### src/hw/wfd_pkg.sv
// package: register map, field positions and constants of the wake detector
package wfd_pkg;
    localparam logic [7:0]  WFD_A_FILT     = 8'h00;
    localparam logic [7:0]  WFD_A_CTRL     = 8'h04;
    localparam logic [7:0]  WFD_A_MACL     = 8'h08;
    localparam logic [7:0]  WFD_A_MACH     = 8'h0C;
    localparam int          WFD_B_PKT_EN   = 1;
    localparam int          WFD_B_FRM_EN   = 2;
    localparam int          WFD_B_PKT_RX   = 5;
    localparam int          WFD_B_FRM_RX   = 6;
    localparam int          WFD_B_PME_SEL  = 8;
    localparam int          WFD_NFILT      = 4;
    localparam int          WFD_FWORDS     = 8;
    localparam logic [2:0]  WFD_W_CMD      = 3'h4;
    localparam logic [2:0]  WFD_W_OFS      = 3'h5;
    localparam logic [2:0]  WFD_W_CRC01    = 3'h6;
    localparam logic [2:0]  WFD_W_CRC23    = 3'h7;
    localparam int          WFD_CMD_EN     = 0;
    localparam int          WFD_CMD_MCAST  = 3;
    localparam int          WFD_MASK_BITS  = 31;
    localparam int          WFD_IDX_W      = 11;
    localparam logic [10:0] WFD_HDR_BYTES  = 11'h00C;
    localparam logic [10:0] WFD_DA_LAST    = 11'h005;
    localparam logic [2:0]  WFD_SYNC_LAST  = 3'h5;
    localparam logic [2:0]  WFD_ADDR_LAST  = 3'h5;
    localparam logic [3:0]  WFD_COPY_LAST  = 4'hF;
    localparam logic [7:0]  WFD_SYNC_BYTE  = 8'hFF;
    localparam logic [15:0] WFD_CRC_POLY   = 16'h8005;
    localparam logic [15:0] WFD_CRC_INIT   = 16'hFFFF;
    typedef enum logic [0:0] {WFD_HUNT, WFD_COPY} wfd_state_t;
endpackage

### src/hw/wfd_top.sv
// wake frame and wake pattern packet detector with apb registers
//
// Register access over APB and the register addresses were chosen for this implementation.
`timescale 1ns/1ps
module wfd_top
    import wfd_pkg::*;
(
    input  wire logic        pclk,
    input  wire logic        presetn,
    input  wire logic        psel,
    input  wire logic        penable,
    input  wire logic        pwrite,
    input  wire logic [7:0]  paddr,
    input  wire logic [31:0] pwdata,
    output logic      [31:0] prdata,
    output logic             pready,
    output logic             pslverr,
    input  wire logic        rx_valid,
    input  wire logic        rx_sof,
    input  wire logic        rx_eof,
    input  wire logic [7:0]  rx_data,
    input  wire logic        light_sleep_state,
    output logic             rx_suppress,
    output logic             host_irq,
    output logic             power_event_output
);
    ////////////////////////////////////////////////////////////////////////
    // registers and nets
    logic [31:0]          filt_r [WFD_FWORDS];
    logic [2:0]           fptr_r;
    logic                 pkt_en_r;
    logic                 frm_en_r;
    logic                 pkt_rx_r;
    logic                 frm_rx_r;
    logic                 pme_sel_r;
    logic [47:0]          mac_r;
    logic [31:0]          prdata_r;
    logic                 pready_r;
    logic                 pslverr_r;
    logic                 suppress_r;
    logic                 irq_r;
    logic                 pme_r;
    logic [WFD_IDX_W-1:0] idx_r;
    logic [WFD_IDX_W-1:0] cur_idx;
    logic                 da_own_r;
    logic                 da_bcast_r;
    logic                 da_mcast_r;
    logic                 eof_d_r;
    logic                 pkt_on;
    logic                 frm_on;
    logic                 acc;
    logic                 wr;
    logic                 mapped;
    logic                 pkt_found;
    logic [3:0]           filt_match;
    logic [3:0]           filt_ok;
    logic                 pkt_hit;
    logic                 frm_hit;
    logic                 clr_pkt;
    logic                 clr_frm;
    logic [7:0]           own_byte;

    ////////////////////////////////////////////////////////////////////////
    // apb slave: setup then one access cycle
    assign acc    = psel && penable && pready_r;
    assign wr     = acc && pwrite;
    assign mapped = (paddr == WFD_A_FILT) || (paddr == WFD_A_CTRL)
                    || (paddr == WFD_A_MACL) || (paddr == WFD_A_MACH);

    always_ff @(posedge pclk or negedge presetn) begin
        if (!presetn) begin
            pready_r  <= 1'b0;
            pslverr_r <= 1'b0;
        end else begin
            pready_r  <= psel && !penable;
            pslverr_r <= psel && !penable && !mapped;
        end
    end

    always_ff @(posedge pclk or negedge presetn) begin
        if (!presetn) begin
            prdata_r <= '0;
        end else if (psel && !penable) begin
            if (paddr == WFD_A_FILT) begin
                prdata_r <= filt_r[fptr_r];
            end else if (paddr == WFD_A_CTRL) begin
                prdata_r <= '0;
                prdata_r[WFD_B_PKT_EN]  <= pkt_en_r;
                prdata_r[WFD_B_FRM_EN]  <= frm_en_r;
                prdata_r[WFD_B_PKT_RX]  <= pkt_rx_r;
                prdata_r[WFD_B_FRM_RX]  <= frm_rx_r;
                prdata_r[WFD_B_PME_SEL] <= pme_sel_r;
            end else if (paddr == WFD_A_MACL) begin
                prdata_r <= mac_r[31:0];
            end else if (paddr == WFD_A_MACH) begin
                prdata_r <= {16'h0000, mac_r[47:32]};
            end else begin
                prdata_r <= '0;
            end
        end
    end

    assign prdata  = prdata_r;
    assign pready  = pready_r;
    assign pslverr = pslverr_r;

    ////////////////////////////////////////////////////////////////////////
    // filter table: eight successive writes through one port
    always_ff @(posedge pclk or negedge presetn) begin
        if (!presetn) begin
            fptr_r <= '0;
            for (int i = 0; i < WFD_FWORDS; i++) begin
                filt_r[i] <= '0;
            end
        end else if (wr && paddr == WFD_A_FILT) begin
            filt_r[fptr_r] <= pwdata;
            fptr_r         <= fptr_r + 3'h1;
        end
    end

    ////////////////////////////////////////////////////////////////////////
    // control, station address and sticky status
    assign clr_pkt = wr && paddr == WFD_A_CTRL && pwdata[WFD_B_PKT_RX];
    assign clr_frm = wr && paddr == WFD_A_CTRL && pwdata[WFD_B_FRM_RX];

    always_ff @(posedge pclk or negedge presetn) begin
        if (!presetn) begin
            pkt_en_r  <= 1'b0;
            frm_en_r  <= 1'b0;
            pme_sel_r <= 1'b0;
            mac_r     <= '0;
        end else if (wr) begin
            if (paddr == WFD_A_CTRL) begin
                pkt_en_r  <= pwdata[WFD_B_PKT_EN];
                frm_en_r  <= pwdata[WFD_B_FRM_EN];
                pme_sel_r <= pwdata[WFD_B_PME_SEL];
            end else if (paddr == WFD_A_MACL) begin
                mac_r[31:0] <= pwdata;
            end else if (paddr == WFD_A_MACH) begin
                mac_r[47:32] <= pwdata[15:0];
            end
        end
    end

    always_ff @(posedge pclk or negedge presetn) begin
        if (!presetn) begin
            pkt_rx_r <= 1'b0;
            frm_rx_r <= 1'b0;
        end else begin
            if (pkt_hit) begin
                pkt_rx_r <= 1'b1;
            end else if (clr_pkt) begin
                pkt_rx_r <= 1'b0;
            end
            if (frm_hit) begin
                frm_rx_r <= 1'b1;
            end else if (clr_frm) begin
                frm_rx_r <= 1'b0;
            end
        end
    end

    ////////////////////////////////////////////////////////////////////////
    // power state and mode
    assign pkt_on = pkt_en_r || light_sleep_state;
    assign frm_on = frm_en_r || light_sleep_state;

    always_ff @(posedge pclk or negedge presetn) begin
        if (!presetn) begin
            suppress_r <= 1'b0;
            irq_r      <= 1'b0;
            pme_r      <= 1'b0;
        end else begin
            suppress_r <= pkt_on || frm_on;
            irq_r      <= (pkt_rx_r || frm_rx_r) && !pme_sel_r;
            pme_r      <= (pkt_rx_r || frm_rx_r) && pme_sel_r;
        end
    end

    assign rx_suppress        = suppress_r;
    assign host_irq           = irq_r;
    assign power_event_output = pme_r;

    ////////////////////////////////////////////////////////////////////////
    // frame byte index and destination classification
    assign cur_idx  = rx_sof ? '0 : idx_r;
    assign own_byte = mac_r[8*cur_idx[2:0] +: 8];

    always_ff @(posedge pclk or negedge presetn) begin
        if (!presetn) begin
            idx_r <= '0;
        end else if (rx_valid) begin
            idx_r <= (&cur_idx) ? cur_idx : cur_idx + 11'h001;
        end
    end

    always_ff @(posedge pclk or negedge presetn) begin
        if (!presetn) begin
            da_own_r   <= 1'b0;
            da_bcast_r <= 1'b0;
            da_mcast_r <= 1'b0;
        end else if (rx_valid && rx_sof) begin
            da_own_r   <= rx_data == own_byte;
            da_bcast_r <= rx_data == WFD_SYNC_BYTE;
            da_mcast_r <= rx_data[0];
        end else if (rx_valid && cur_idx <= WFD_DA_LAST) begin
            da_own_r   <= da_own_r && rx_data == own_byte;
            da_bcast_r <= da_bcast_r && rx_data == WFD_SYNC_BYTE;
        end
    end

    always_ff @(posedge pclk or negedge presetn) begin
        if (!presetn) begin
            eof_d_r <= 1'b0;
        end else begin
            eof_d_r <= rx_valid && rx_eof;
        end
    end

    ////////////////////////////////////////////////////////////////////////
    // detectors
    wfd_pattern u_pattern (
        .pclk     (pclk),
        .presetn  (presetn),
        .byte_vld (rx_valid),
        .byte_dat (rx_data),
        .byte_idx (cur_idx),
        .station  (mac_r),
        .found    (pkt_found)
    );

    for (genvar g = 0; g < WFD_NFILT; g++) begin : g_filt
        wfd_filter u_filter (
            .pclk     (pclk),
            .presetn  (presetn),
            .byte_vld (rx_valid),
            .byte_dat (rx_data),
            .byte_idx (cur_idx),
            .mask     (filt_r[g][30:0]),
            .offset   (filt_r[WFD_W_OFS][8*g +: 8]),
            .crc_exp  (filt_r[WFD_W_CRC01 + 3'(g/2)][16*(g%2) +: 16]),
            .match    (filt_match[g])
        );
        assign filt_ok[g] = filt_r[WFD_W_CMD][8*g + WFD_CMD_EN]
            && filt_match[g]
            && (filt_r[WFD_W_CMD][8*g + WFD_CMD_MCAST]
                ? da_mcast_r : da_own_r);
    end

    assign pkt_hit = eof_d_r && pkt_on && pkt_found
                     && (da_own_r || da_bcast_r || da_mcast_r);
    assign frm_hit = eof_d_r && frm_on && (|filt_ok);

    ////////////////////////////////////////////////////////////////////////
    // checks
    a_status_pkt_set: assert property (
        @(posedge pclk) disable iff (!presetn)
        pkt_hit |=> pkt_rx_r) else $error("pattern status not set");

    a_status_frm_set: assert property (
        @(posedge pclk) disable iff (!presetn)
        frm_hit |=> frm_rx_r) else $error("frame status not set");

    a_pkt_sticky: assert property (
        @(posedge pclk) disable iff (!presetn)
        pkt_rx_r && !clr_pkt |=> pkt_rx_r)
        else $error("pattern status lost");

    a_frm_sticky: assert property (
        @(posedge pclk) disable iff (!presetn)
        frm_rx_r && !clr_frm |=> frm_rx_r)
        else $error("frame status lost");

    a_pkt_clear: assert property (
        @(posedge pclk) disable iff (!presetn)
        clr_pkt && !pkt_hit |=> !pkt_rx_r)
        else $error("pattern status not cleared");

    a_irq_route_sel: assert property (
        @(posedge pclk) disable iff (!presetn)
        (pkt_rx_r && !pme_sel_r) ##1 (pkt_rx_r && !pme_sel_r)
        |-> host_irq && !power_event_output)
        else $error("irq routing wrong");

    a_pme_route_sel: assert property (
        @(posedge pclk) disable iff (!presetn)
        $past((pkt_rx_r || frm_rx_r) && pme_sel_r)
        |-> power_event_output && !host_irq)
        else $error("power event routing wrong");

    a_sleep_forces_on: assert property (
        @(posedge pclk) disable iff (!presetn)
        light_sleep_state |=> rx_suppress)
        else $error("light sleep did not enable detection");

    a_mode_leaves_rx: assert property (
        @(posedge pclk) disable iff (!presetn)
        (!pkt_en_r && !frm_en_r && !light_sleep_state) |=> !rx_suppress)
        else $error("reception not restored");

    a_hit_needs_mode: assert property (
        @(posedge pclk) disable iff (!presetn)
        $rose(pkt_rx_r) |-> $past(pkt_en_r || light_sleep_state))
        else $error("pattern hit while off");

    a_frm_needs_mode: assert property (
        @(posedge pclk) disable iff (!presetn)
        $rose(frm_rx_r) |-> $past(frm_en_r || light_sleep_state))
        else $error("frame hit while off");

    a_dest_qualify: assert property (
        @(posedge pclk) disable iff (!presetn)
        $rose(pkt_rx_r) |-> $past(da_own_r || da_bcast_r || da_mcast_r))
        else $error("pattern hit on foreign frame");

    a_filter_write: assert property (
        @(posedge pclk) disable iff (!presetn)
        (wr && paddr == WFD_A_FILT) |=> fptr_r == $past(fptr_r) + 3'h1)
        else $error("filter pointer not advanced");

    a_apb_one_wait: assert property (
        @(posedge pclk) disable iff (!presetn)
        (psel && !penable) |=> pready) else $error("apb answer late");

    a_ready_pulse: assert property (
        @(posedge pclk) disable iff (!presetn)
        pready |=> !pready) else $error("apb ready held");

    a_unmapped_err: assert property (
        @(posedge pclk) disable iff (!presetn)
        (psel && !penable && !mapped) |=> pslverr && prdata == '0)
        else $error("unmapped access not refused");
endmodule

### src/hw/wfd_filter.sv
// one wake filter: masked crc-16 over the frame bytes
`timescale 1ns/1ps
module wfd_filter
    import wfd_pkg::*;
(
    input  wire logic                 pclk,
    input  wire logic                 presetn,
    input  wire logic                 byte_vld,
    input  wire logic [7:0]           byte_dat,
    input  wire logic [WFD_IDX_W-1:0] byte_idx,
    input  wire logic [30:0]          mask,
    input  wire logic [7:0]           offset,
    input  wire logic [15:0]          crc_exp,
    output logic                      match
);
    logic [15:0]          crc_r;
    logic [WFD_IDX_W-1:0] rel;
    logic                 in_win;

    function automatic logic [15:0] crc_step(input logic [15:0] c,
                                             input logic [7:0]  d);
        logic [15:0] r;
        r = c;
        for (int k = 7; k >= 0; k--) begin
            if (r[15] ^ d[k]) begin
                r = {r[14:0], 1'b0} ^ WFD_CRC_POLY;
            end else begin
                r = {r[14:0], 1'b0};
            end
        end
        return r;
    endfunction

    assign rel    = byte_idx - {3'h0, offset};
    assign in_win = (byte_idx >= {3'h0, offset})
                    && (rel < WFD_IDX_W'(WFD_MASK_BITS));

    always_ff @(posedge pclk or negedge presetn) begin
        if (!presetn) begin
            crc_r <= WFD_CRC_INIT;
        end else if (byte_vld && byte_idx == '0) begin
            crc_r <= WFD_CRC_INIT;
        end else if (byte_vld && in_win && mask[rel[4:0]]) begin
            crc_r <= crc_step(crc_r, byte_dat);
        end
    end

    assign match = (crc_r == crc_exp);
endmodule

### src/hw/wfd_pattern.sv
// wake pattern packet search: sync run then sixteen address copies
`timescale 1ns/1ps
module wfd_pattern
    import wfd_pkg::*;
(
    input  wire logic                 pclk,
    input  wire logic                 presetn,
    input  wire logic                 byte_vld,
    input  wire logic [7:0]           byte_dat,
    input  wire logic [WFD_IDX_W-1:0] byte_idx,
    input  wire logic [47:0]          station,
    output logic                      found
);
    wfd_state_t state_r;
    logic [2:0] ff_r;
    logic [2:0] pos_r;
    logic [3:0] copies_r;
    logic       found_r;
    logic       is_ff;

    assign is_ff = (byte_dat == WFD_SYNC_BYTE);
    assign found = found_r;

    always_ff @(posedge pclk or negedge presetn) begin
        if (!presetn) begin
            state_r  <= WFD_HUNT;
            ff_r     <= '0;
            pos_r    <= '0;
            copies_r <= '0;
            found_r  <= 1'b0;
        end else if (byte_vld && byte_idx < WFD_HDR_BYTES) begin
            state_r  <= WFD_HUNT;
            ff_r     <= '0;
            pos_r    <= '0;
            copies_r <= '0;
            if (byte_idx == '0) begin
                found_r <= 1'b0;
            end
        end else if (byte_vld) begin
            case (state_r)
                WFD_HUNT: begin
                    if (is_ff) begin
                        ff_r <= (ff_r == WFD_SYNC_LAST) ? ff_r : ff_r + 3'h1;
                        if (ff_r == WFD_SYNC_LAST) begin
                            state_r  <= WFD_COPY;
                            pos_r    <= '0;
                            copies_r <= '0;
                        end
                    end else begin
                        ff_r <= '0;
                    end
                end
                WFD_COPY: begin
                    if (pos_r == '0 && copies_r == '0 && is_ff) begin
                        state_r <= WFD_COPY;
                    end else if (byte_dat == station[8*pos_r +: 8]) begin
                        if (pos_r != WFD_ADDR_LAST) begin
                            pos_r <= pos_r + 3'h1;
                        end else if (copies_r == WFD_COPY_LAST) begin
                            found_r <= 1'b1;
                            state_r <= WFD_HUNT;
                            ff_r    <= '0;
                        end else begin
                            pos_r    <= '0;
                            copies_r <= copies_r + 4'h1;
                        end
                    end else begin
                        state_r <= WFD_HUNT;
                        ff_r    <= is_ff ? 3'h1 : 3'h0;
                    end
                end
                default: state_r <= WFD_HUNT;
            endcase
        end
    end

    a_copy_needs_sync: assert property (
        @(posedge pclk) disable iff (!presetn)
        $rose(state_r == WFD_COPY)
        |-> $past(is_ff) && $past(ff_r) == WFD_SYNC_LAST)
        else $error("copy phase without sync run");
endmodule

### config.mk
export PLATFORM = sky130hd
export DESIGN_NAME = wfd_top
export DESIGN_NICKNAME = d
export VERILOG_FILES = /design/src/hw/wfd_pkg.sv /design/src/hw/wfd_top.sv /design/src/hw/wfd_filter.sv /design/src/hw/wfd_pattern.sv
export SDC_FILE = /design/constraint.sdc
export NUM_CORES = 1
export LEC_CHECK = 0
export BUFFER_PORTS_ARGS = -buffer_cell sky130_fd_sc_hd__clkbuf_2
export CAP_MARGIN = 20
export CELL_PAD_IN_SITES_DETAIL_PLACEMENT = 2
export CELL_PAD_IN_SITES_GLOBAL_PLACEMENT = 2
export CORE_MARGIN = 1
export CORE_UTILIZATION = 40
export CTS_CLUSTER_SIZE = 20
export DETAILED_ROUTE_END_ITERATION = 10
export PLACE_DENSITY_LB_ADDON = 0.12
export SLEW_MARGIN = 10
export SYNTH_ARGS = -nofsm -noshare
export SYNTH_HDL_FRONTEND = slang
export SYNTH_SLANG_ARGS = --single-unit
### constraint.sdc
create_clock -name pclk -period 6.88 [get_ports pclk]
set_clock_uncertainty 0.2 [all_clocks]
set_input_delay 1.376 -clock pclk [delete_from_list [all_inputs] [get_ports pclk]]
set_output_delay 1.376 -clock pclk [all_outputs]
set_load 0.02 [all_outputs]
After elaboration in Yosys (flattened, before gate mapping). Cells that the tools add are included.

Divide/modulo/power cells: 0. Magnitude comparators: 16. Shifts and indexed selects: 2. $mul: 0. Equality and inequality tests: 26. Reduce and logical (&&, ||, !) cells: 82. Bitwise gates (word level): 68. Multiplexer cells: 173. Add/subtract/negate cells: 9.

Operators by type and width (number): 2-to-1 mux 16 bit (97); bitwise mux 256 bit (1); 2-to-1 mux 32 bit (6); binary-select mux 32 bit (select 3 bit) (1); demux 32 bit (select 3 bit) (1); NOT 3 bit (32); variable part select 48 x 7 -> 8 bit (2); equality test 16 bit (4); 2-to-1 mux 3 bit (16); logical AND 1 bit (46); greater-or-equal comparator 11 x 8 -> 1 bit (4); < comparator 11 x 5 -> 1 bit, second input constant (4); subtractor 11 x 8 -> 11 bit (4); 2-to-1 mux 1 bit (33); 2-to-1 mux 4 bit (8); XOR 1 bit (32); < comparator 5 x 6 -> 1 bit, second input constant (4); 2-to-1 mux 11 bit (2); nonzero test 2 bit (11); binary-select mux 1 bit (select 5 bit) (4); equality test 8 x 4 -> 1 bit, second input constant (2); equality test 8 bit (2); != test 4 bit, second input constant (4); != test 3 bit, second input constant (5); 32 further kinds (51).

ROM bits: 0. Input bits: 57. Output and inout bits: 37. Memories kept: 0. Flip-flop bits (word level): 440. Bits in latches: 0. RAM bits: 0.

Logic depth before layout (Yosys ltp).
Word-level depth: 36. Mapped depth: 17.

By module. From an unflattened synthesis, not the netlist that was laid out.

Cells, all modules: 2204. Area total of the unflattened synthesis: 26041.2 um^2.

By module, submodules not included: wfd_top (seq. area each 9108.7 um^2, times used 1, area each 17042.6 um^2, cells an instance 1229); wfd_filter (seq. area each 420.4 um^2, times used 4, area each 1833.0 um^2, cells an instance 193); wfd_pattern (seq. area each 300.3 um^2, times used 1, area each 1666.6 um^2, cells an instance 203).

Worst setup path before layout. No wires, ideal clock.

Kind: input to register. From: input rx_sof. To: register g_filt[2].u_filter.crc_r[10]. Arrival: 4.910 ns. Path buffers: 5. Slack: 1.696 ns. Data required time: 6.605 ns. Cell stages on the path: 15. Setup time: 0.075 ns. Cell sequence: buf_2 -> buf_6 -> clkbuf_1 -> nor2b_1 -> inv_2 -> fa_1 -> xor2_1 -> mux4_2 -> mux2i_1 -> mux2i_1 -> nor4b_2 -> and3_1 -> buf_4 -> buf_6 -> mux2i_1.

Longest elaborated chain between the ends: 7.

Ends and longest elaborated chain: from (decl) (RTL line wfd_top.sv:19) `input wire logic rx_sof,`; 2-to-1 mux 11 bit * (RTL line wfd_top.sv:186) `assign cur_idx = rx_sof ? '0 : idx_r;`; subtractor 11 x 8 -> 11 bit (RTL line wfd_filter.sv:34) `assign rel = byte_idx - {3'h0, offset};`; < comparator 11 x 5 -> 1 bit (RTL line wfd_filter.sv:36) `&& (rel < WFD_IDX_W'(WFD_MASK_BITS));`; logical AND 1 bit (RTL line wfd_filter.sv:36); logical AND 1 bit (2 in a row) (RTL line wfd_filter.sv:43) `end else if (byte_vld && in_win && mask[rel[4:0]]) begin`; nonzero test 2 bit (no source line); to (signal assigned) (RTL line wfd_filter.sv:44) `crc_r <= crc_step(crc_r, byte_dat);`; to (decl) (RTL line wfd_filter.sv:16) `logic [15:0] crc_r;`.

Every way passes the cells marked *; elsewhere a longest branch is shown, timed or not. The select of a mux whose other input is x is not followed. A chain may end at the register's enable or synchronous reset.

Worst setup path after layout.
From: input rx_sof. To: register g_filt[0].u_filter.crc_r[4].

Longest elaborated chain between the ends: 7.

Ends and longest elaborated chain (RTL line): 2-to-1 mux 11 bit * (wfd_top.sv:186); subtractor 11 x 8 -> 11 bit (wfd_filter.sv:34); < comparator 11 x 5 -> 1 bit (wfd_filter.sv:36); logical AND 1 bit (wfd_filter.sv:36); logical AND 1 bit (2 in a row) (wfd_filter.sv:43); nonzero test 2 bit (no source line); to (signal assigned) (wfd_filter.sv:44); to (decl) (wfd_filter.sv:16).

Marked as above.

==> results.md <==
- The biggest cell delay along the critical path is 1070 ps.
- After synthesis the netlist holds a flip-flop and latch count of 440.
- After detailed placement, the total cell area comes to 26,900 um2.
- The synthesized net count is 2,305.
- In this run, CTS created clock tree buffers numbering 54.
- The final hold violation count is 0.
- The count of routing violations after the opening detailed-route iteration is 1,101.
- Setup repair after global routing left no endpoint under its margin.
- The max-cap check violation count is 0.
- The initialized floorplan defines 92 standard-cell rows.
- The share of the yosys chip area belonging to registers is 43.1%.
- Sorting the synthesized cells by area gives the leading types as sky130_fd_sc_hd__dfrtp_1 37%, sky130_fd_sc_hd__mux2_2 12%, sky130_fd_sc_hd__mux4_2 8.9%.
- The analysis attributes to cell leakage a power of 12.2 nW.
- The wire length of the first global-routing pass is 147 mm.
- The number of H-tree levels is 2.
- The final non-filler cell area is 28,800 um2.
- Headroom to the max-slew limit came out at 22.6%.
- The critical path is of the primary input to flop type.
- The number of distinct library cell variants in the gate-level netlist after synthesis is 96.
- Post-CTS repair changed the size of 0 cells.
- The path with the worst hold slack has its endpoint at prdata[19].
- The floorplan step set the die width to 256 um.
- Of the post-synthesis cell area, the dominant cell type holds 36.6%.
- The required time of the critical path is 7220 ps.
- Dividing the synthesized area by the synthesized cell count gives 11.7 um2.
- The post-layout net count is 2,337.
- The root cell of the clock tree is sky130_fd_sc_hd__clkbuf_16.
- From bottom edge to top edge, the die measures 256 um.
- The flow ran to the end, and the final reports show no timing, DRC or antenna violations.
- The first detailed-routing pass took 4 iterations.
- The worst setup path is captured at a flop.
- In the final timing run, aggregate negative setup slack is 0 ps.
- The worst register-to-register path begins at idx_r[0].
- The count of final max-slew check failures came to 0.
- The number of instances on the worst hold path is 2.
- Along the worst path, the maximum fanout reaches 32.
- Across the VDD grid, the largest voltage drop is 0.000185 V.
- The overall die area is 65,400 um2.
- The remaining antenna violation count after routing is 0.
- The timing-limited maximum frequency is 186 MHz.
- The total overflow reported by the global router is 0.
- The number of filler instances in the final layout is 6,372.
- The number of global-route vias before repair is 20.7k.
- The average routed wire per standard cell is 31.6 um.
- The synthesized instance count is 2,208.
- Once the floorplan was initialized, standard cells occupied 40.7% of the core.
- TritonCTS built the clock tree.
- The fraction of the cycle the final worst path needs is 78.0%.
- The proportion of layout cells with a drive suffix above 1 is 29.8%.
- Traced cell by cell, the critical path runs through clkbuf_2 -> buf_4 -> nor2b_1 -> inv_2 -> buf_4 -> fa_1 -> nand2_1 -> nor2_1 -> a211oi_1 -> o41ai_1 -> mux2i_1 -> nor4_4 -> buf_4 -> nor3_1 -> a31oi_1.
- Across all layers, the routed design uses 19.1k vias.
- The cell that appears most often on the critical path is sky130_fd_sc_hd__buf_4.
- The routed design has 98.9 mm of wire.
- In the routed design, unresolved DRC markers number 0.
- In this run, synthesis inferred 0 flip-flops with an integrated enable.
- The maximum count of clock buffers along a single path is 3.
- The worst reg2reg path depth is 13.
- The slew of the pin with the lowest slew margin is 1160 ps.
- After clock tree synthesis, the clock-pin slew on the worst setup and hold paths is 60 ps.
- For this design, the CTS-stage hold fixing added 0 buffers.
- The placeable core area is 63,300 um2.
- The synthesized cell area is 25,700 um2.
- For this design the top-level I/O count stands at 94.
- For this design, the sink count on the clock tree is 440.
- For this design the ratio of total power to cell area is 227 nW/um2.
- The ratio of routed vias to standard cells is 6.12.
- Summed over all instances, the cell type with the most area after synthesis is sky130_fd_sc_hd__dfrtp_1.
- The data arrival time at the worst-slack endpoint is 5700 ps.
- Entering global routing, the biggest net connects 136 pins.
- The final period demand of the worst path is 5370 ps.
- The type of the most critical hold path is flop to flop.
- The count of yosys warnings during synthesis is 0.
- The nature of the critical path startpoint is a primary input.
- The highest-delay cell along the critical path is sky130_fd_sc_hd__fa_1.
- Setup violations remaining at the end of the flow were counted as 0.
- The worst reg2reg path endpoint is g_filt[0].u_filter.crc_r[4].
- At the later pin of the worst-skew pair, clock insertion delay measures 630 ps.
- In this run the most critical hold path is launched from prdata[19].
- The HPWL after detailed placement is 73.3 mm.
- The overall global routing resource usage is 30.5%.
- Of all flip-flops after synthesis, the portion carrying an async set or reset was 100%.
- At the end of routability-driven placement, the weighted congestion stood at 0.905.
- The register-to-register setup slack is 1870 ps.
- The predominant post-synthesis flop cell is sky130_fd_sc_hd__dfrtp_1.
- Input and output buffers added on the ports amount to 93.
- The initial antenna violation count is 1.
- Buffers added to address setup during post-CTS repair amount to 0.
- From synthesis to final layout, the design area changed by 11.8%.
-- cells in the mapped netlist, drive strengths merged, types with 51 or more instances --
master and n:
buf 73, nand2 108, mux2 311, mux2i 93, nor2 137, a21oi 79
dfstp 64, xnor2 123, nor3 53, o21ai 77, xor2 87, clkbuf 84
dfrtp 376, inv 51, mux4 103
-- flip-flops by register name, indices dropped and copies added, names as in the netlist, 3 cells and up --
name                   cells
u_pattern.ff_r             3
u_pattern.copies_r         4
g_filt.u_filter.crc_r     64
idx_r                     11
fptr_r                     3
mac_r                     48
u_pattern.pos_r            3
filt_r                   256
prdata                    32
-- cell usage in the layout (no fill, tap or decap), types with 22 or more instances in the layout --
cell,n
sky130_fd_sc_hd__a21oi_1,79
sky130_fd_sc_hd__buf_4,38
sky130_fd_sc_hd__clkbuf_16,56
sky130_fd_sc_hd__clkbuf_2,92
sky130_fd_sc_hd__dfrtp_1,373
sky130_fd_sc_hd__dfstp_2,64
sky130_fd_sc_hd__ha_1,36
sky130_fd_sc_hd__inv_1,48
sky130_fd_sc_hd__mux2_1,47
sky130_fd_sc_hd__mux2_2,263
sky130_fd_sc_hd__mux2i_1,93
sky130_fd_sc_hd__mux4_2,102
sky130_fd_sc_hd__nand2_1,106
sky130_fd_sc_hd__nand3_1,25
sky130_fd_sc_hd__nor2_1,133
sky130_fd_sc_hd__nor2b_1,22
sky130_fd_sc_hd__nor3_1,52
sky130_fd_sc_hd__nor4_1,29
sky130_fd_sc_hd__o21ai_0,62
sky130_fd_sc_hd__xnor2_1,123
sky130_fd_sc_hd__xor2_1,85
-- where the power goes --
part / internal, mW / switching, mW / total [mW]
Combinational: 0.300 / 0.611 / 0.912
Clock: 1.75 / 1.19 / 2.94
Sequential: 2.63 / 0.0502 / 2.68
-- cell families after synthesis --
family,Yosys count,synth area share [%]
xor+xnor,211,7.29
compound gates,312,7.97
flops,440,43.1
mux,507,26.3
fa+ha+maj,42,2.14
simple gates,488,9.76
buf+inv,208,3.49
-- how the worst max path moves through the flow --
stage / depth (start not counted) / startpoint / to
final: 15 / rx_sof / g_filt[0].u_filter.crc_r[4]
after global routing: 12 / rx_sof / g_filt[2].u_filter.crc_r[6]
after CTS: 14 / rx_sof / g_filt[0].u_filter.crc_r[4]
after detailed placement: 15 / rx_sof / g_filt[0].u_filter.crc_r[6]
after global placement: 14 / rx_sof / g_filt[0].u_filter.crc_r[0]
after floorplan: 15 / rx_sof / g_filt[2].u_filter.crc_r[10]
-- worst max-delay path: cells and delay by family --
family	cells	cell delay [ps]
adder cells (fa/ha/maj)	1	1070
buffers and inverters	5	1040
AO/OA/AOI/OAI	3	860
AND/OR/NAND/NOR	5	1030
multiplexers	1	280
-- routing by layer --
metal / track usage, % / vias up / part of all wire (%)
met3: 2.98 / 142 / 4.0
met4: 10.3 / 0 / 3.3
met2: 50.3 / 482 / 48
li1: - / 8152 / -
met5: 0 / - / 0
met1: 42.1 / 10400 / 45
-- area by class of cell --
| type | instances | area [um2] | area share [%] |
|---|---|---|---|
| clock buffers | 86 | 1690 | 5.89 |
| repair buffers | 133 | 801 | 2.78 |
| well taps | 846 | 1060 | 3.68 |
| diodes | 1 | 2.50 | 0.00870 |
| clock inverters | 14 | 146 | 0.509 |
| multi-input cells | 1560 | 13800 | 47.9 |
| flip-flops and latches | 440 | 11100 | 38.6 |
| inverters | 51 | 191 | 0.665 |
-- per-stage QoR --
| step | utilization [%] | hold slack [ps] | setup slack (ps) | std cells | total power, mW |
|---|---|---|---|---|---|
| 2_1_floorplan | - | 230 | 1700 | 2208 | 3.25 |
| 3_3_place_gp | 42.5 | 267 | 1020 | 3029 | 3.60 |
| 3_5_place_dp | 42.5 | 269 | 954 | 3029 | 3.62 |
| 4_1_cts | 45.4 | 282 | 1540 | 3129 | 6.59 |
| 5_1_grt | 45.4 | 306 | 1390 | 3130 | 6.76 |
| 6_report | 45.4 | 274 | 1510 | 3131 | 6.53 |
Note: power is estimated with default switching activity, not from simulation.
